**src/common/ssnc_defs.svh**
```systemverilog
// Register offsets, field positions, reset values and timing counts
`ifndef SSNC_DEFS_SVH
`define SSNC_DEFS_SVH

`define SSNC_OFF_CTRL      8'h00
`define SSNC_OFF_T_NORM    8'h04
`define SSNC_OFF_T_SAFE    8'h08
`define SSNC_OFF_VLIM      8'h0C
`define SSNC_OFF_DRATE     8'h10
`define SSNC_OFF_STILL     8'h14
`define SSNC_OFF_STATUS    8'h18
`define SSNC_OFF_TIMER     8'h1C
`define SSNC_OFF_IRQ_STAT  8'h20
`define SSNC_OFF_IRQ_CLR   8'h24
`define SSNC_OFF_IRQ_EN    8'h28
`define SSNC_OFF_ACT_VLIM  8'h2C

`define SSNC_CTRL_W        7
`define SSNC_RST_CTRL      7'h00
`define SSNC_RST_T_NORM    16'h03E8
`define SSNC_RST_T_SAFE    16'h01F4
`define SSNC_RST_VLIM      16'h7FFF
`define SSNC_RST_DRATE     16'h0010
`define SSNC_RST_STILL     16'h0008

`define SSNC_IRQ_TIMEOUT   0
`define SSNC_IRQ_DECEL     1
`define SSNC_IRQ_STO       2
`define SSNC_IRQ_DESEL     3
`define SSNC_IRQ_W         4

`define SSNC_CLK_NS        50
`define SSNC_TICK_NS       1000
`define SSNC_TICK_CYC      (`SSNC_TICK_NS / `SSNC_CLK_NS)

`endif

```
**src/common/ssnc_pkg.sv**
```systemverilog
// Types for the stop transition monitor
package ssnc_pkg;

   typedef enum logic [1:0]
   {
      SSNC_TIME_NC,
      SSNC_TREND,
      SSNC_ACTUAL,
      SSNC_STILL_PRIO
   } ssnc_variant_t;

   typedef enum logic [1:0]
   {
      SSNC_IDLE,
      SSNC_DECEL,
      SSNC_STO
   } ssnc_state_t;

   typedef struct packed
   {
      logic          poslim_en;
      logic          drive_ctrl;
      logic          from_normal;
      ssnc_variant_t variant;
      logic          unused;
      logic          stop_select;
   } ssnc_ctrl_t;

   typedef struct packed
   {
      logic [15:0] act_vel;
      logic [15:0] trend_vel;
      logic [15:0] vel_cmd;
   } ssnc_motion_t;

endpackage

```
**src/core/ssnc_monitor.sv**
```systemverilog
// Stop transition monitor with AXI4-Lite register slave
//
// The implementer's own choices: the register offsets and register access over AXI4-Lite.
`timescale 1ns/1ps
`default_nettype none
`include "ssnc_defs.svh"

module ssnc_monitor
   import ssnc_pkg::*;
(
   input  wire logic          mclk,
   input  wire logic          reset_n,
   input  wire logic [7:0]    s_axi_awaddr,
   input  wire logic          s_axi_awvalid,
   output logic               s_axi_awready,
   input  wire logic [31:0]   s_axi_wdata,
   input  wire logic [3:0]    s_axi_wstrb,
   input  wire logic          s_axi_wvalid,
   output logic               s_axi_wready,
   output logic [1:0]         s_axi_bresp,
   output logic               s_axi_bvalid,
   input  wire logic          s_axi_bready,
   input  wire logic [7:0]    s_axi_araddr,
   input  wire logic          s_axi_arvalid,
   output logic               s_axi_arready,
   output logic [31:0]        s_axi_rdata,
   output logic [1:0]         s_axi_rresp,
   output logic               s_axi_rvalid,
   input  wire logic          s_axi_rready,
   input  wire ssnc_motion_t  motion,
   input  wire logic          drive_enable,
   input  wire logic          safety_error,
   output logic [15:0]        vel_cmd_limited,
   output logic               sto_active,
   output logic               transition_timeout_fatal_error,
   output logic               decel_exceeded_error,
   output logic               irq
);

   function automatic logic [15:0] mag(input logic [15:0] v);
      mag = v[15] ? 16'(-v) : v;
   endfunction

   ssnc_ctrl_t                 ctrl_q;
   logic [15:0]                t_norm_q, t_safe_q, vlim_q, drate_q, still_q;
   logic [`SSNC_IRQ_W-1:0]     irq_stat_q, irq_en_q, irq_set;
   ssnc_state_t                state_q;
   logic                       sel_q;
   logic [15:0]                timer_q;
   logic [4:0]                 tick_cnt_q;
   logic                       tick;
   logic [15:0]                ramp_q;
   logic [15:0]                act_limit;
   logic                       mon_on, overspeed, still, sel_edge;
   logic                       expire, done, desel, err_end;
   logic                       aw_q, w_q;
   logic [7:0]                 awaddr_q;
   logic [31:0]                wdata_q;
   logic [3:0]                 wstrb_q;
   logic                       wr_go;
   logic [31:0]                rd_val;

   // Write path: address and data taken in either order
   assign s_axi_awready = !aw_q && !s_axi_bvalid;
   assign s_axi_wready  = !w_q && !s_axi_bvalid;
   assign wr_go         = aw_q && w_q && !s_axi_bvalid;
   assign s_axi_bresp   = 2'b00;
   assign s_axi_rresp   = 2'b00;
   assign s_axi_arready = !s_axi_rvalid;

   always_ff @(posedge mclk or negedge reset_n)
   begin
      if (!reset_n)
      begin
         aw_q     <= 1'b0;
         w_q      <= 1'b0;
         awaddr_q <= 8'h00;
         wdata_q  <= 32'h0000_0000;
         wstrb_q  <= 4'h0;
         s_axi_bvalid <= 1'b0;
      end
      else
      begin
         if (s_axi_awvalid && s_axi_awready)
         begin
            aw_q     <= 1'b1;
            awaddr_q <= s_axi_awaddr;
         end
         if (s_axi_wvalid && s_axi_wready)
         begin
            w_q     <= 1'b1;
            wdata_q <= s_axi_wdata;
            wstrb_q <= s_axi_wstrb;
         end
         if (wr_go)
         begin
            aw_q <= 1'b0;
            w_q  <= 1'b0;
            s_axi_bvalid <= 1'b1;
         end
         else if (s_axi_bready)
            s_axi_bvalid <= 1'b0;
      end
   end

   function automatic logic [15:0] merge16(input logic [15:0] old,
                                           input logic [31:0] d,
                                           input logic [3:0] be);
      merge16 = {be[1] ? d[15:8] : old[15:8], be[0] ? d[7:0] : old[7:0]};
   endfunction

   // Configuration registers
   always_ff @(posedge mclk or negedge reset_n)
   begin
      if (!reset_n)
      begin
         ctrl_q   <= ssnc_ctrl_t'(`SSNC_RST_CTRL);
         t_norm_q <= `SSNC_RST_T_NORM;
         t_safe_q <= `SSNC_RST_T_SAFE;
         vlim_q   <= `SSNC_RST_VLIM;
         drate_q  <= `SSNC_RST_DRATE;
         still_q  <= `SSNC_RST_STILL;
         irq_en_q <= '0;
      end
      else if (wr_go)
      begin
         case (awaddr_q)
            `SSNC_OFF_CTRL:
               if (wstrb_q[0])
                  ctrl_q <= ssnc_ctrl_t'(wdata_q[`SSNC_CTRL_W-1:0]);
            `SSNC_OFF_T_NORM: t_norm_q <= merge16(t_norm_q, wdata_q, wstrb_q);
            `SSNC_OFF_T_SAFE: t_safe_q <= merge16(t_safe_q, wdata_q, wstrb_q);
            `SSNC_OFF_VLIM:   vlim_q   <= merge16(vlim_q, wdata_q, wstrb_q);
            `SSNC_OFF_DRATE:  drate_q  <= merge16(drate_q, wdata_q, wstrb_q);
            `SSNC_OFF_STILL:  still_q  <= merge16(still_q, wdata_q, wstrb_q);
            `SSNC_OFF_IRQ_EN:
               if (wstrb_q[0])
                  irq_en_q <= wdata_q[`SSNC_IRQ_W-1:0];
            default: ;
         endcase
      end
   end

   // Tick prescaler for the transition timer
   assign tick = (tick_cnt_q == 5'(`SSNC_TICK_CYC - 1));

   always_ff @(posedge mclk or negedge reset_n)
   begin
      if (!reset_n)
         tick_cnt_q <= 5'd0;
      else if (tick || state_q != SSNC_DECEL)
         tick_cnt_q <= 5'd0;
      else
         tick_cnt_q <= tick_cnt_q + 5'd1;
   end

   // Transition conditions
   assign sel_edge  = ctrl_q.stop_select && !sel_q;
   assign mon_on    = ctrl_q.variant != SSNC_TIME_NC;
   assign still     = mag(motion.act_vel) < still_q;
   assign expire    = (timer_q == 16'd0);
   assign done      = still && !drive_enable;
   assign desel     = !ctrl_q.stop_select && !ctrl_q.drive_ctrl;
   assign err_end   = safety_error && ctrl_q.variant == SSNC_STILL_PRIO;
   assign overspeed = mon_on && state_q == SSNC_DECEL &&
                      (ctrl_q.variant == SSNC_TREND ? mag(motion.trend_vel)
                                                    : mag(motion.act_vel))
                      > ramp_q;

   always_ff @(posedge mclk or negedge reset_n)
   begin
      if (!reset_n)
         sel_q <= 1'b0;
      else
         sel_q <= ctrl_q.stop_select;
   end

   // Stop transition sequencer
   always_ff @(posedge mclk or negedge reset_n)
   begin
      if (!reset_n)
         state_q <= SSNC_IDLE;
      else
      begin
         case (state_q)
            SSNC_IDLE:
               if (sel_edge)
                  state_q <= SSNC_DECEL;
            SSNC_DECEL:
               if (expire)
                  state_q <= SSNC_STO;
               else if (err_end)
                  state_q <= SSNC_STO;
               else if (done)
                  state_q <= SSNC_STO;
               else if (desel)
                  state_q <= SSNC_IDLE;
            SSNC_STO:
               if (!ctrl_q.stop_select)
                  state_q <= SSNC_IDLE;
            default: state_q <= SSNC_IDLE;
         endcase
      end
   end

   // Transition timer, untouched by error reactions
   always_ff @(posedge mclk or negedge reset_n)
   begin
      if (!reset_n)
         timer_q <= 16'd0;
      else if (state_q == SSNC_IDLE && sel_edge)
         timer_q <= ctrl_q.from_normal ? t_norm_q : t_safe_q;
      else if (state_q == SSNC_DECEL && tick && !expire)
         timer_q <= timer_q - 16'd1;
   end

   // Deceleration monitor ramp
   always_ff @(posedge mclk or negedge reset_n)
   begin
      if (!reset_n)
         ramp_q <= 16'd0;
      else if (state_q == SSNC_IDLE)
         ramp_q <= vlim_q;
      else if (state_q == SSNC_DECEL && tick)
         ramp_q <= (ramp_q > still_q + drate_q) ? ramp_q - drate_q : still_q;
   end

   assign act_limit = (state_q == SSNC_DECEL && mon_on) ? ramp_q :
                      (state_q == SSNC_STO) ? 16'd0 : vlim_q;

   // Error flags, torque off and limited command
   always_ff @(posedge mclk or negedge reset_n)
   begin
      if (!reset_n)
      begin
         transition_timeout_fatal_error <= 1'b0;
         decel_exceeded_error           <= 1'b0;
         sto_active                     <= 1'b0;
         vel_cmd_limited                <= 16'd0;
      end
      else
      begin
         if (state_q == SSNC_DECEL && expire)
            transition_timeout_fatal_error <= 1'b1;
         else if (sel_edge)
            transition_timeout_fatal_error <= 1'b0;
         if (overspeed)
            decel_exceeded_error <= 1'b1;
         else if (sel_edge)
            decel_exceeded_error <= 1'b0;
         sto_active <= (state_q == SSNC_DECEL && (expire || err_end || done)) ||
                       (state_q == SSNC_STO && ctrl_q.stop_select);
         if (ctrl_q.poslim_en && mag(motion.vel_cmd) > act_limit)
            vel_cmd_limited <= motion.vel_cmd[15] ? 16'(-act_limit) : act_limit;
         else
            vel_cmd_limited <= motion.vel_cmd;
      end
   end

   // Sticky interrupt status, set wins over clear
   always_comb
   begin
      irq_set = '0;
      irq_set[`SSNC_IRQ_TIMEOUT] = state_q == SSNC_DECEL && expire;
      irq_set[`SSNC_IRQ_DECEL]   = overspeed;
      irq_set[`SSNC_IRQ_STO]     = state_q == SSNC_DECEL && (expire || err_end || done);
      irq_set[`SSNC_IRQ_DESEL]   = state_q == SSNC_DECEL && !expire && !err_end &&
                                   !done && desel;
   end

   always_ff @(posedge mclk or negedge reset_n)
   begin
      if (!reset_n)
         irq_stat_q <= '0;
      else if (wr_go && awaddr_q == `SSNC_OFF_IRQ_CLR && wstrb_q[0])
         irq_stat_q <= (irq_stat_q & ~wdata_q[`SSNC_IRQ_W-1:0]) | irq_set;
      else
         irq_stat_q <= irq_stat_q | irq_set;
   end

   assign irq = |(irq_stat_q & irq_en_q);

   // Read path
   always_comb
   begin
      rd_val = 32'h0000_0000;
      case (s_axi_araddr)
         `SSNC_OFF_CTRL:     rd_val = {25'd0, ctrl_q};
         `SSNC_OFF_T_NORM:   rd_val = {16'd0, t_norm_q};
         `SSNC_OFF_T_SAFE:   rd_val = {16'd0, t_safe_q};
         `SSNC_OFF_VLIM:     rd_val = {16'd0, vlim_q};
         `SSNC_OFF_DRATE:    rd_val = {16'd0, drate_q};
         `SSNC_OFF_STILL:    rd_val = {16'd0, still_q};
         `SSNC_OFF_STATUS:   rd_val = {26'd0, decel_exceeded_error,
                                       transition_timeout_fatal_error,
                                       sto_active, state_q == SSNC_DECEL, state_q};
         `SSNC_OFF_TIMER:    rd_val = {16'd0, timer_q};
         `SSNC_OFF_IRQ_STAT: rd_val = {28'd0, irq_stat_q};
         `SSNC_OFF_IRQ_EN:   rd_val = {28'd0, irq_en_q};
         `SSNC_OFF_ACT_VLIM: rd_val = {16'd0, act_limit};
         default:            rd_val = 32'h0000_0000;
      endcase
   end

   always_ff @(posedge mclk or negedge reset_n)
   begin
      if (!reset_n)
      begin
         s_axi_rvalid <= 1'b0;
         s_axi_rdata  <= 32'h0000_0000;
      end
      else if (s_axi_arvalid && s_axi_arready)
      begin
         s_axi_rvalid <= 1'b1;
         s_axi_rdata  <= rd_val;
      end
      else if (s_axi_rready)
         s_axi_rvalid <= 1'b0;
   end

endmodule // ssnc_monitor
`default_nettype wire

```
**config.mk**
```make
export PLATFORM = sky130hd
export DESIGN_NAME = ssnc_monitor
export DESIGN_NICKNAME = d
export VERILOG_FILES = /design/src/common/ssnc_pkg.sv /design/src/core/ssnc_monitor.sv
export VERILOG_INCLUDE_DIRS = /design/src /design/src/common
export SDC_FILE = /design/constraint.sdc
export NUM_CORES = 1
export LEC_CHECK = 0
export ABC_CLOCK_PERIOD_IN_PS = 11700
export BUFFER_PORTS_ARGS = -buffer_cell sky130_fd_sc_hd__buf_2
export CORE_UTILIZATION = 45
export CTS_BUF_LIST = sky130_fd_sc_hd__clkbuf_16
export DETAILED_ROUTE_END_ITERATION = 7
export PLACE_DENSITY = 0.7
export SLEW_MARGIN = 30
export SYNTH_ARGS = -nofsm -noshare
export SYNTH_HDL_FRONTEND = slang
export SYNTH_SLANG_ARGS = --single-unit
```
**constraint.sdc**
```tcl
create_clock -name mclk -period 11.7 [get_ports mclk]
set_input_delay 2.34 -clock mclk [delete_from_list [all_inputs] [get_ports mclk]]
set_output_delay 2.34 -clock mclk [all_outputs]
set_load 0.1 [all_outputs]
```
==> results_dict.tcl, run 1 <==
set metrics [dict create \
    io_buffers 131 \
    hp-class "flip-flop to flip-flop" \
    cts_tree "done" \
    antenna_found_initial 1 \
    clk-insertion-delay-late_ns 0.45 \
    place_hpwl_um 32500 \
    cts_buffer_depth 2 \
    via_per_inst 6.10 \
    setup_tns_ns 0 \
    fin_skew_ns 0.0151 \
    slew_headroom 0.323 \
    postRouteAntennaNets 0 \
    setup_viol 0 \
    max-vdd-ir-drop_mv 0.227 \
    ctsHoldBuffers 0 \
    dp_slack_ns 5.64 \
    clock_sinks 200 \
    globalRouteOverflowTotal 0 \
    max_freq_mhz 176 \
    htreeDepth 4 \
    synth_area_leaders "dfrtp_1 (30%), mux2_2 (10%), ha_1 (8.6%)" \
    cts-root-buf "clkbuf_16" \
    path_max_fanout 32 \
    drive_above_1_share 0.238 \
    status "completed" \
    synthArstFlopShare 1.00 \
    rows 65 \
    die_w_um 181 \
    synth_seq_area_share 0.351 \
    fp.dieH_um 181 \
    p_leak_nw 7.14 \
    min_period_over_period 0.484 \
    drc_errors 0 \
    synth_common_cells "dfrtp_1 (171), mux2_2 (129), nor2_1 (117), nand2_1 (105), ha_1 (99)" \
    vias 12300 \
    criticalPathCategory "input pin to flip-flop" \
    dp.cells 1976 \
    p_total_mw 3.09 \
    synth_area_um2 14400 \
    numCtsBuffers 17 \
    yosysTopAreaCellShare 0.298 \
    cts_resized 0 \
    path_clk_slew_ns 0.08 \
    synth_cell_types 86 \
    routed_wl_um 42800 \
    io_pins 170 \
    synthCells 1496 \
    grt_pass1_vias 11700 \
    finalHoldViolations 0 \
    dieArea_um2 32600 \
    drv_slew 0 \
    post_cts_buffers 0 \
    yosysWarnings 0 \
    tightest_slew_ns 1.00 \
    startpoint_type "input pin" \
    critical_path_arrival_ns 5.99 \
    ys_seq_elements 200 \
    finalHoldWorstSlack_ns 0.466 \
    synth_edf_count 0 \
    min_period_ns 5.67 \
    worstSetupEndpointType "flip-flop" \
    r2r_slack_ns 6.87 \
    fin_cells 2009 \
    grt_pass1_wl_um 66900 \
    grtUsageTotal 0.264 \
    grt_setup_unrepaired "no" \
    required_ns 12.03 \
    n_antenna_cell 0 \
    initial_core_util 0.456 \
    first_pass_iters 5 \
    avgSynthCellArea_um2 9.60 \
    yosys.cell_count.top_type "dfrtp_1" \
    pwr_density_cell_nw_per_um2 195 \
    max-cap-violations 0 \
    globalplace.congestion 0.950 \
    wl_per_cell_um 21.3 \
    synth_top_area_cell "dfrtp_1" \
    drtIter0Drc 972 \
    fin_nets 1804 \
    core_region_area_um2 31500 \
    ys.flop_type "dfrtp_1" \
    syn2layout_area_growth_pct 10.5 \
    grt_max_degree 121 \
    worst_slack_ns 6.03 \
]
-- worst max-delay path: stages --
cell and delay [ns]:
buf_2 0.13, or3_1 0.37, or3_1 0.33, nor2_1 0.15, nand3_1 0.20, o41ai_1 0.36
xnor2_1 0.20, ha_1 0.28, nand3_1 0.10, nor3_1 0.07, a221oi_1 0.26, o21ai_0 0.19
o21ai_4 0.63, nor3_1 0.09, a2111o_1 0.30
-- per-stage QoR --
stage	util	instance area, um2
4_1_cts	0.503	15800
3_5_place_dp	0.485	15300
6_report	0.504	15900
2_1_floorplan	-	14400
5_1_grt	0.504	15900
3_3_place_gp	0.484	15200
-- cells in the final DEF (no fill, tap or decap), drive strengths merged, types with 57 or more instances in the layout --
master	n
ha	99
nor2	118
dfrtp	171
a21oi	100
xnor2	57
o21ai	88
nand2	105
mux2	129
inv	86
buf	138
-- cell type report --
| class | instances | area, um2 |
|---|---|---|
| fill | 2856 | 15600 |
| multi-input combinational | 1161 | 8720 |
| sequential | 200 | 5040 |
| timing repair buffer | 138 | 742 |
| tap | 402 | 503 |
| clock buffer | 17 | 425 |
| inverter | 76 | 285 |
| clock inverter | 15 | 143 |
-- worst paths after layout --
| check | startpoint | to | depth (start not counted) |
|---|---|---|---|
| worst max register to register | drate_q[1] | ramp_q[12] | 17 |
| worst max-delay path | motion[3] | vel_cmd_limited[15] | 15 |
| worst min-delay path | tick_cnt_q[0] | tick_cnt_q[0] | 1 |
| min in group asynchronous | reset_n | vel_cmd_limited[7] | 1 |
| max in group asynchronous | reset_n | ctrl_q[3] | 3 |
| worst min register to register | tick_cnt_q[0] | tick_cnt_q[0] | 1 |
-- kinds of logic (layout without fill, tap and decap cells) --
logic type      Yosys count  in the layout  share of synthesized area
simple gates            400            400                      0.137
compound gates          380            380                      0.181
flops                   200            200                      0.351
mux                     176            176                      0.142
buf+inv                 154            246                     0.0480
fa+ha+maj               101            101                     0.0891
xor+xnor                 84             84                     0.0512
other cells               1             20                   0.000261
-- per-layer routing --
metal	routed length, um	global-route usage
met1	18600	0.355
met2	19700	0.427
met3	2940	0.0461
met4	1520	0.0954
met5	8	0
-- power by group --
group          switching, mW  total [mW]  internal [mW]
logic                  0.891        1.44          0.551
registers              0.229        1.06          0.833
clock network          0.299       0.582          0.283
total                   1.42        3.09           1.67
Power figures use the tool's default switching activity.
==> inputs of run 2 (changes only) <==
--- a/config.mk
+++ b/config.mk
@@ -6,12 +6,13 @@
 export SDC_FILE = /design/constraint.sdc
 export NUM_CORES = 1
 export LEC_CHECK = 0
-export ABC_CLOCK_PERIOD_IN_PS = 11700
+export ABC_AREA = 1
+export ABC_CLOCK_PERIOD_IN_PS = 4750
 export BUFFER_PORTS_ARGS = -buffer_cell sky130_fd_sc_hd__buf_2
 export CORE_UTILIZATION = 45
 export CTS_BUF_LIST = sky130_fd_sc_hd__clkbuf_16
 export DETAILED_ROUTE_END_ITERATION = 7
-export PLACE_DENSITY = 0.7
+export PLACE_DENSITY = 0.73
 export SLEW_MARGIN = 30
 export SYNTH_ARGS = -nofsm -noshare
 export SYNTH_HDL_FRONTEND = slang
==> constraint.sdc (replaced) <==
create_clock -name mclk -period 4.75 [get_ports mclk]
set_input_delay 0.95 -clock mclk [delete_from_list [all_inputs] [get_ports mclk]]
set_output_delay 0.95 -clock mclk [all_outputs]
set_load 0.1 [all_outputs]
==> results_dict.tcl, run 2 <==
set metrics [dict create \
    criticalPathCategory "flip-flop to flip-flop" \
    synth_cell_types 49 \
    nFillCells 3106 \
    fin_skew_ns 0.0170 \
    io_pins 170 \
    drive_above_1_share 0.111 \
    fin_cells 2538 \
    setup_tns_ns 0 \
    synth_seq_area_share 0.353 \
    synth_top_family_by_area "simple AND/OR/NAND/NOR gates" \
    postRouteAntennaNets 0 \
    min_period_ns 4.33 \
    finalHoldViolations 0 \
    numCtsBuffers 17 \
    final_cell_mix "nand2_1 (550), inv_1 (239), o21ai_0 (213)" \
    drtIter0Drc 1519 \
    final_common_cell "nand2_1" \
    synth_edf_count 0 \
    grt_setup_unrepaired "no" \
    multiInputGateArea_um2 8040 \
    synth_area_um2 14300 \
    io_buffers 131 \
    grtUsageTotal 0.284 \
    synthSimpleGateAreaFrac 0.263 \
    pwr_density_cell_nw_per_um2 556 \
    synth_top_area_cell "dfrtp_1" \
    path_common_cell "nand2_1" \
    slowest_delay_ns 0.47 \
    status "completed" \
    grt_pass1_vias 13100 \
    htreeDepth 4 \
    crit_start "drate_q[0]" \
    cts-root-buf "clkbuf_16" \
    dieArea_um2 32500 \
    fin_nets 2339 \
    via_per_inst 5.62 \
    fp.dieH_um 180 \
    cts_buffer_depth 2 \
    ctsHoldBuffers 0 \
    min_period_over_period 0.912 \
    drc_errors 0 \
    synthArstFlopShare 1.00 \
    synth_area_leaders "dfrtp_1 (30%), nand2_1 (14%), ha_1 (8.7%)" \
    required_ns 5.08 \
    worstSetupEndpointType "flip-flop" \
    yosys.cell_count.top_type "nand2_1" \
    p_total_mw 8.86 \
    syn2layout_area_growth_pct 11.4 \
    antenna_found_initial 1 \
    routed_wl_um 46300 \
    grt_pass1_wl_um 71800 \
    globalplace.congestion 0.946 \
    startpoint_type "flip-flop" \
    path_max_fanout 12 \
    synth-compound-area-share 0.156 \
    clk-insertion-delay-late_ns 0.46 \
    clock_sinks 200 \
    synth.area.mux_share 0.00473 \
    synthAdderAreaFrac 0.0895 \
    yosysWarnings 0 \
    tightest_slew_ns 0.763 \
    grt_max_degree 118 \
    max-cap-violations 0 \
    cts_tree "done" \
    final_core_util 0.515 \
    max-vdd-ir-drop_mv 0.669 \
    max_freq_mhz 231 \
    ys_seq_elements 200 \
    avgSynthCellArea_um2 7.08 \
    post_cts_buffers 0 \
    hp-class "input pin to async pin" \
    yosysTopAreaCellShare 0.299 \
    path_clk_slew_ns 0.09 \
    ys.flop_type "dfrtp_1" \
    slew_headroom 0.489 \
    critical_path_arrival_ns 4.66 \
    synthXorXnorAreaFrac 0.0435 \
    rows 64 \
    timing.rr.start "drate_q[0]" \
    die_w_um 180 \
    place_hpwl_um 36400 \
    globalRouteOverflowTotal 0 \
    initial_core_util 0.462 \
    dp.cells 2505 \
    p_leak_nw 7.85 \
    vias 14300 \
    synthCells 2019 \
    n_antenna_cell 0 \
    first_pass_iters 6 \
    synth_common_cells "nand2_1 (551), inv_1 (239), o21ai_0 (213), dfrtp_1 (171), nor2_1 (162)" \
    crit_chain "ha_1 > fa_1 > nand3_1 > nand2_1 > a21oi_1 > o21ai_0 > nor2_1 > o21ai_0 > xor2_1 > ha_1 > nand2_1 > nor4_1 > nand2_1 > nand2_1 > nand2_1 > buf_4 > nand2_1 > nand3_1 > nand2_1 > o21ai_0" \
    wl_per_cell_um 18.3 \
    drv_slew 0 \
    cts_resized 0 \
    core_region_area_um2 30900 \
    final-seq-area_um2 5040 \
    setup_viol 0 \
    cp_slowest_cell "dfrtp_1" \
]
run 2: worst max-delay path, delay by kind of cell, from the launching register on:
family	cells	cell delay, ns
buffers and inverters	1	0.26
AND/OR/NAND/NOR	11	1.42
AO/OA/AOI/OAI	4	0.90
flip-flops	1	0.47
XOR/XNOR	1	0.17
adder cells (fa/ha/maj)	3	0.97
run 2: logic make-up (layout without fill, tap and decap cells):
| group | after synthesis | in the layout |
|---|---|---|
| AND/OR/NAND/NOR | 913 | 913 |
| AO/OA/AOI/OAI | 409 | 409 |
| buffers and inverters | 318 | 422 |
| flip-flops | 200 | 200 |
| adder cells (fa/ha/maj) | 101 | 101 |
| XOR/XNOR | 71 | 71 |
| multiplexers | 6 | 6 |
| other | 1 | 20 |
run 2: per-stage QoR:
step / instance area (um2) / worst slack (ns) / hold slack, ns
finish: 15900 / 0.416 / 0.328
global route: 15900 / 0.292 / 0.338
CTS: 15900 / 0.564 / 0.465
detailed placement: 15300 / 0.521 / 0.454
global placement: 15300 / 0.605 / 0.448
floorplan: 14400 / 1.18 / 0.428
run 2: final cells by class:
type / instances / area share
Inverter: 246 / 0.0580
Multi-Input combinational cell: 1520 / 0.505
Sequential cell: 200 / 0.317
Tap cell: 396 / 0.0311
Clock inverter: 15 / 0.0125
Timing Repair Buffer: 144 / 0.0500
Clock buffer: 17 / 0.0267
run 2: worst paths after layout:
path,end,slack (ns),cells past startpoint
setup / recovery,ramp_q[6],0.42,20
max in group asynchronous,vel_cmd_limited[5],3.24,3
setup reg to reg,ramp_q[6],0.42,20
hold reg to reg,tick_cnt_q[0],0.47,1
hold / removal,vel_cmd_limited[13],0.33,1
min in group mclk,tick_cnt_q[0],0.47,1
run 2: routing by layer:
layer / GRT usage / vias up / routed length, um
li1: - / 6820 / -
met1: 0.402 / 6651 / 20500
met2: 0.433 / 674 / 20100
met3: 0.0437 / 107 / 3970
met4: 0.114 / 2 / 1770
met5: 0 / - / 9
run 2: power breakdown:
part / total, mW / switching, mW / leakage [nW] / internal (mW)
clock network: 1.56 / 0.821 / 0.303 / 0.737
registers: 2.42 / 0.355 / 2.54 / 2.07
logic: 4.88 / 3.41 / 5.01 / 1.47
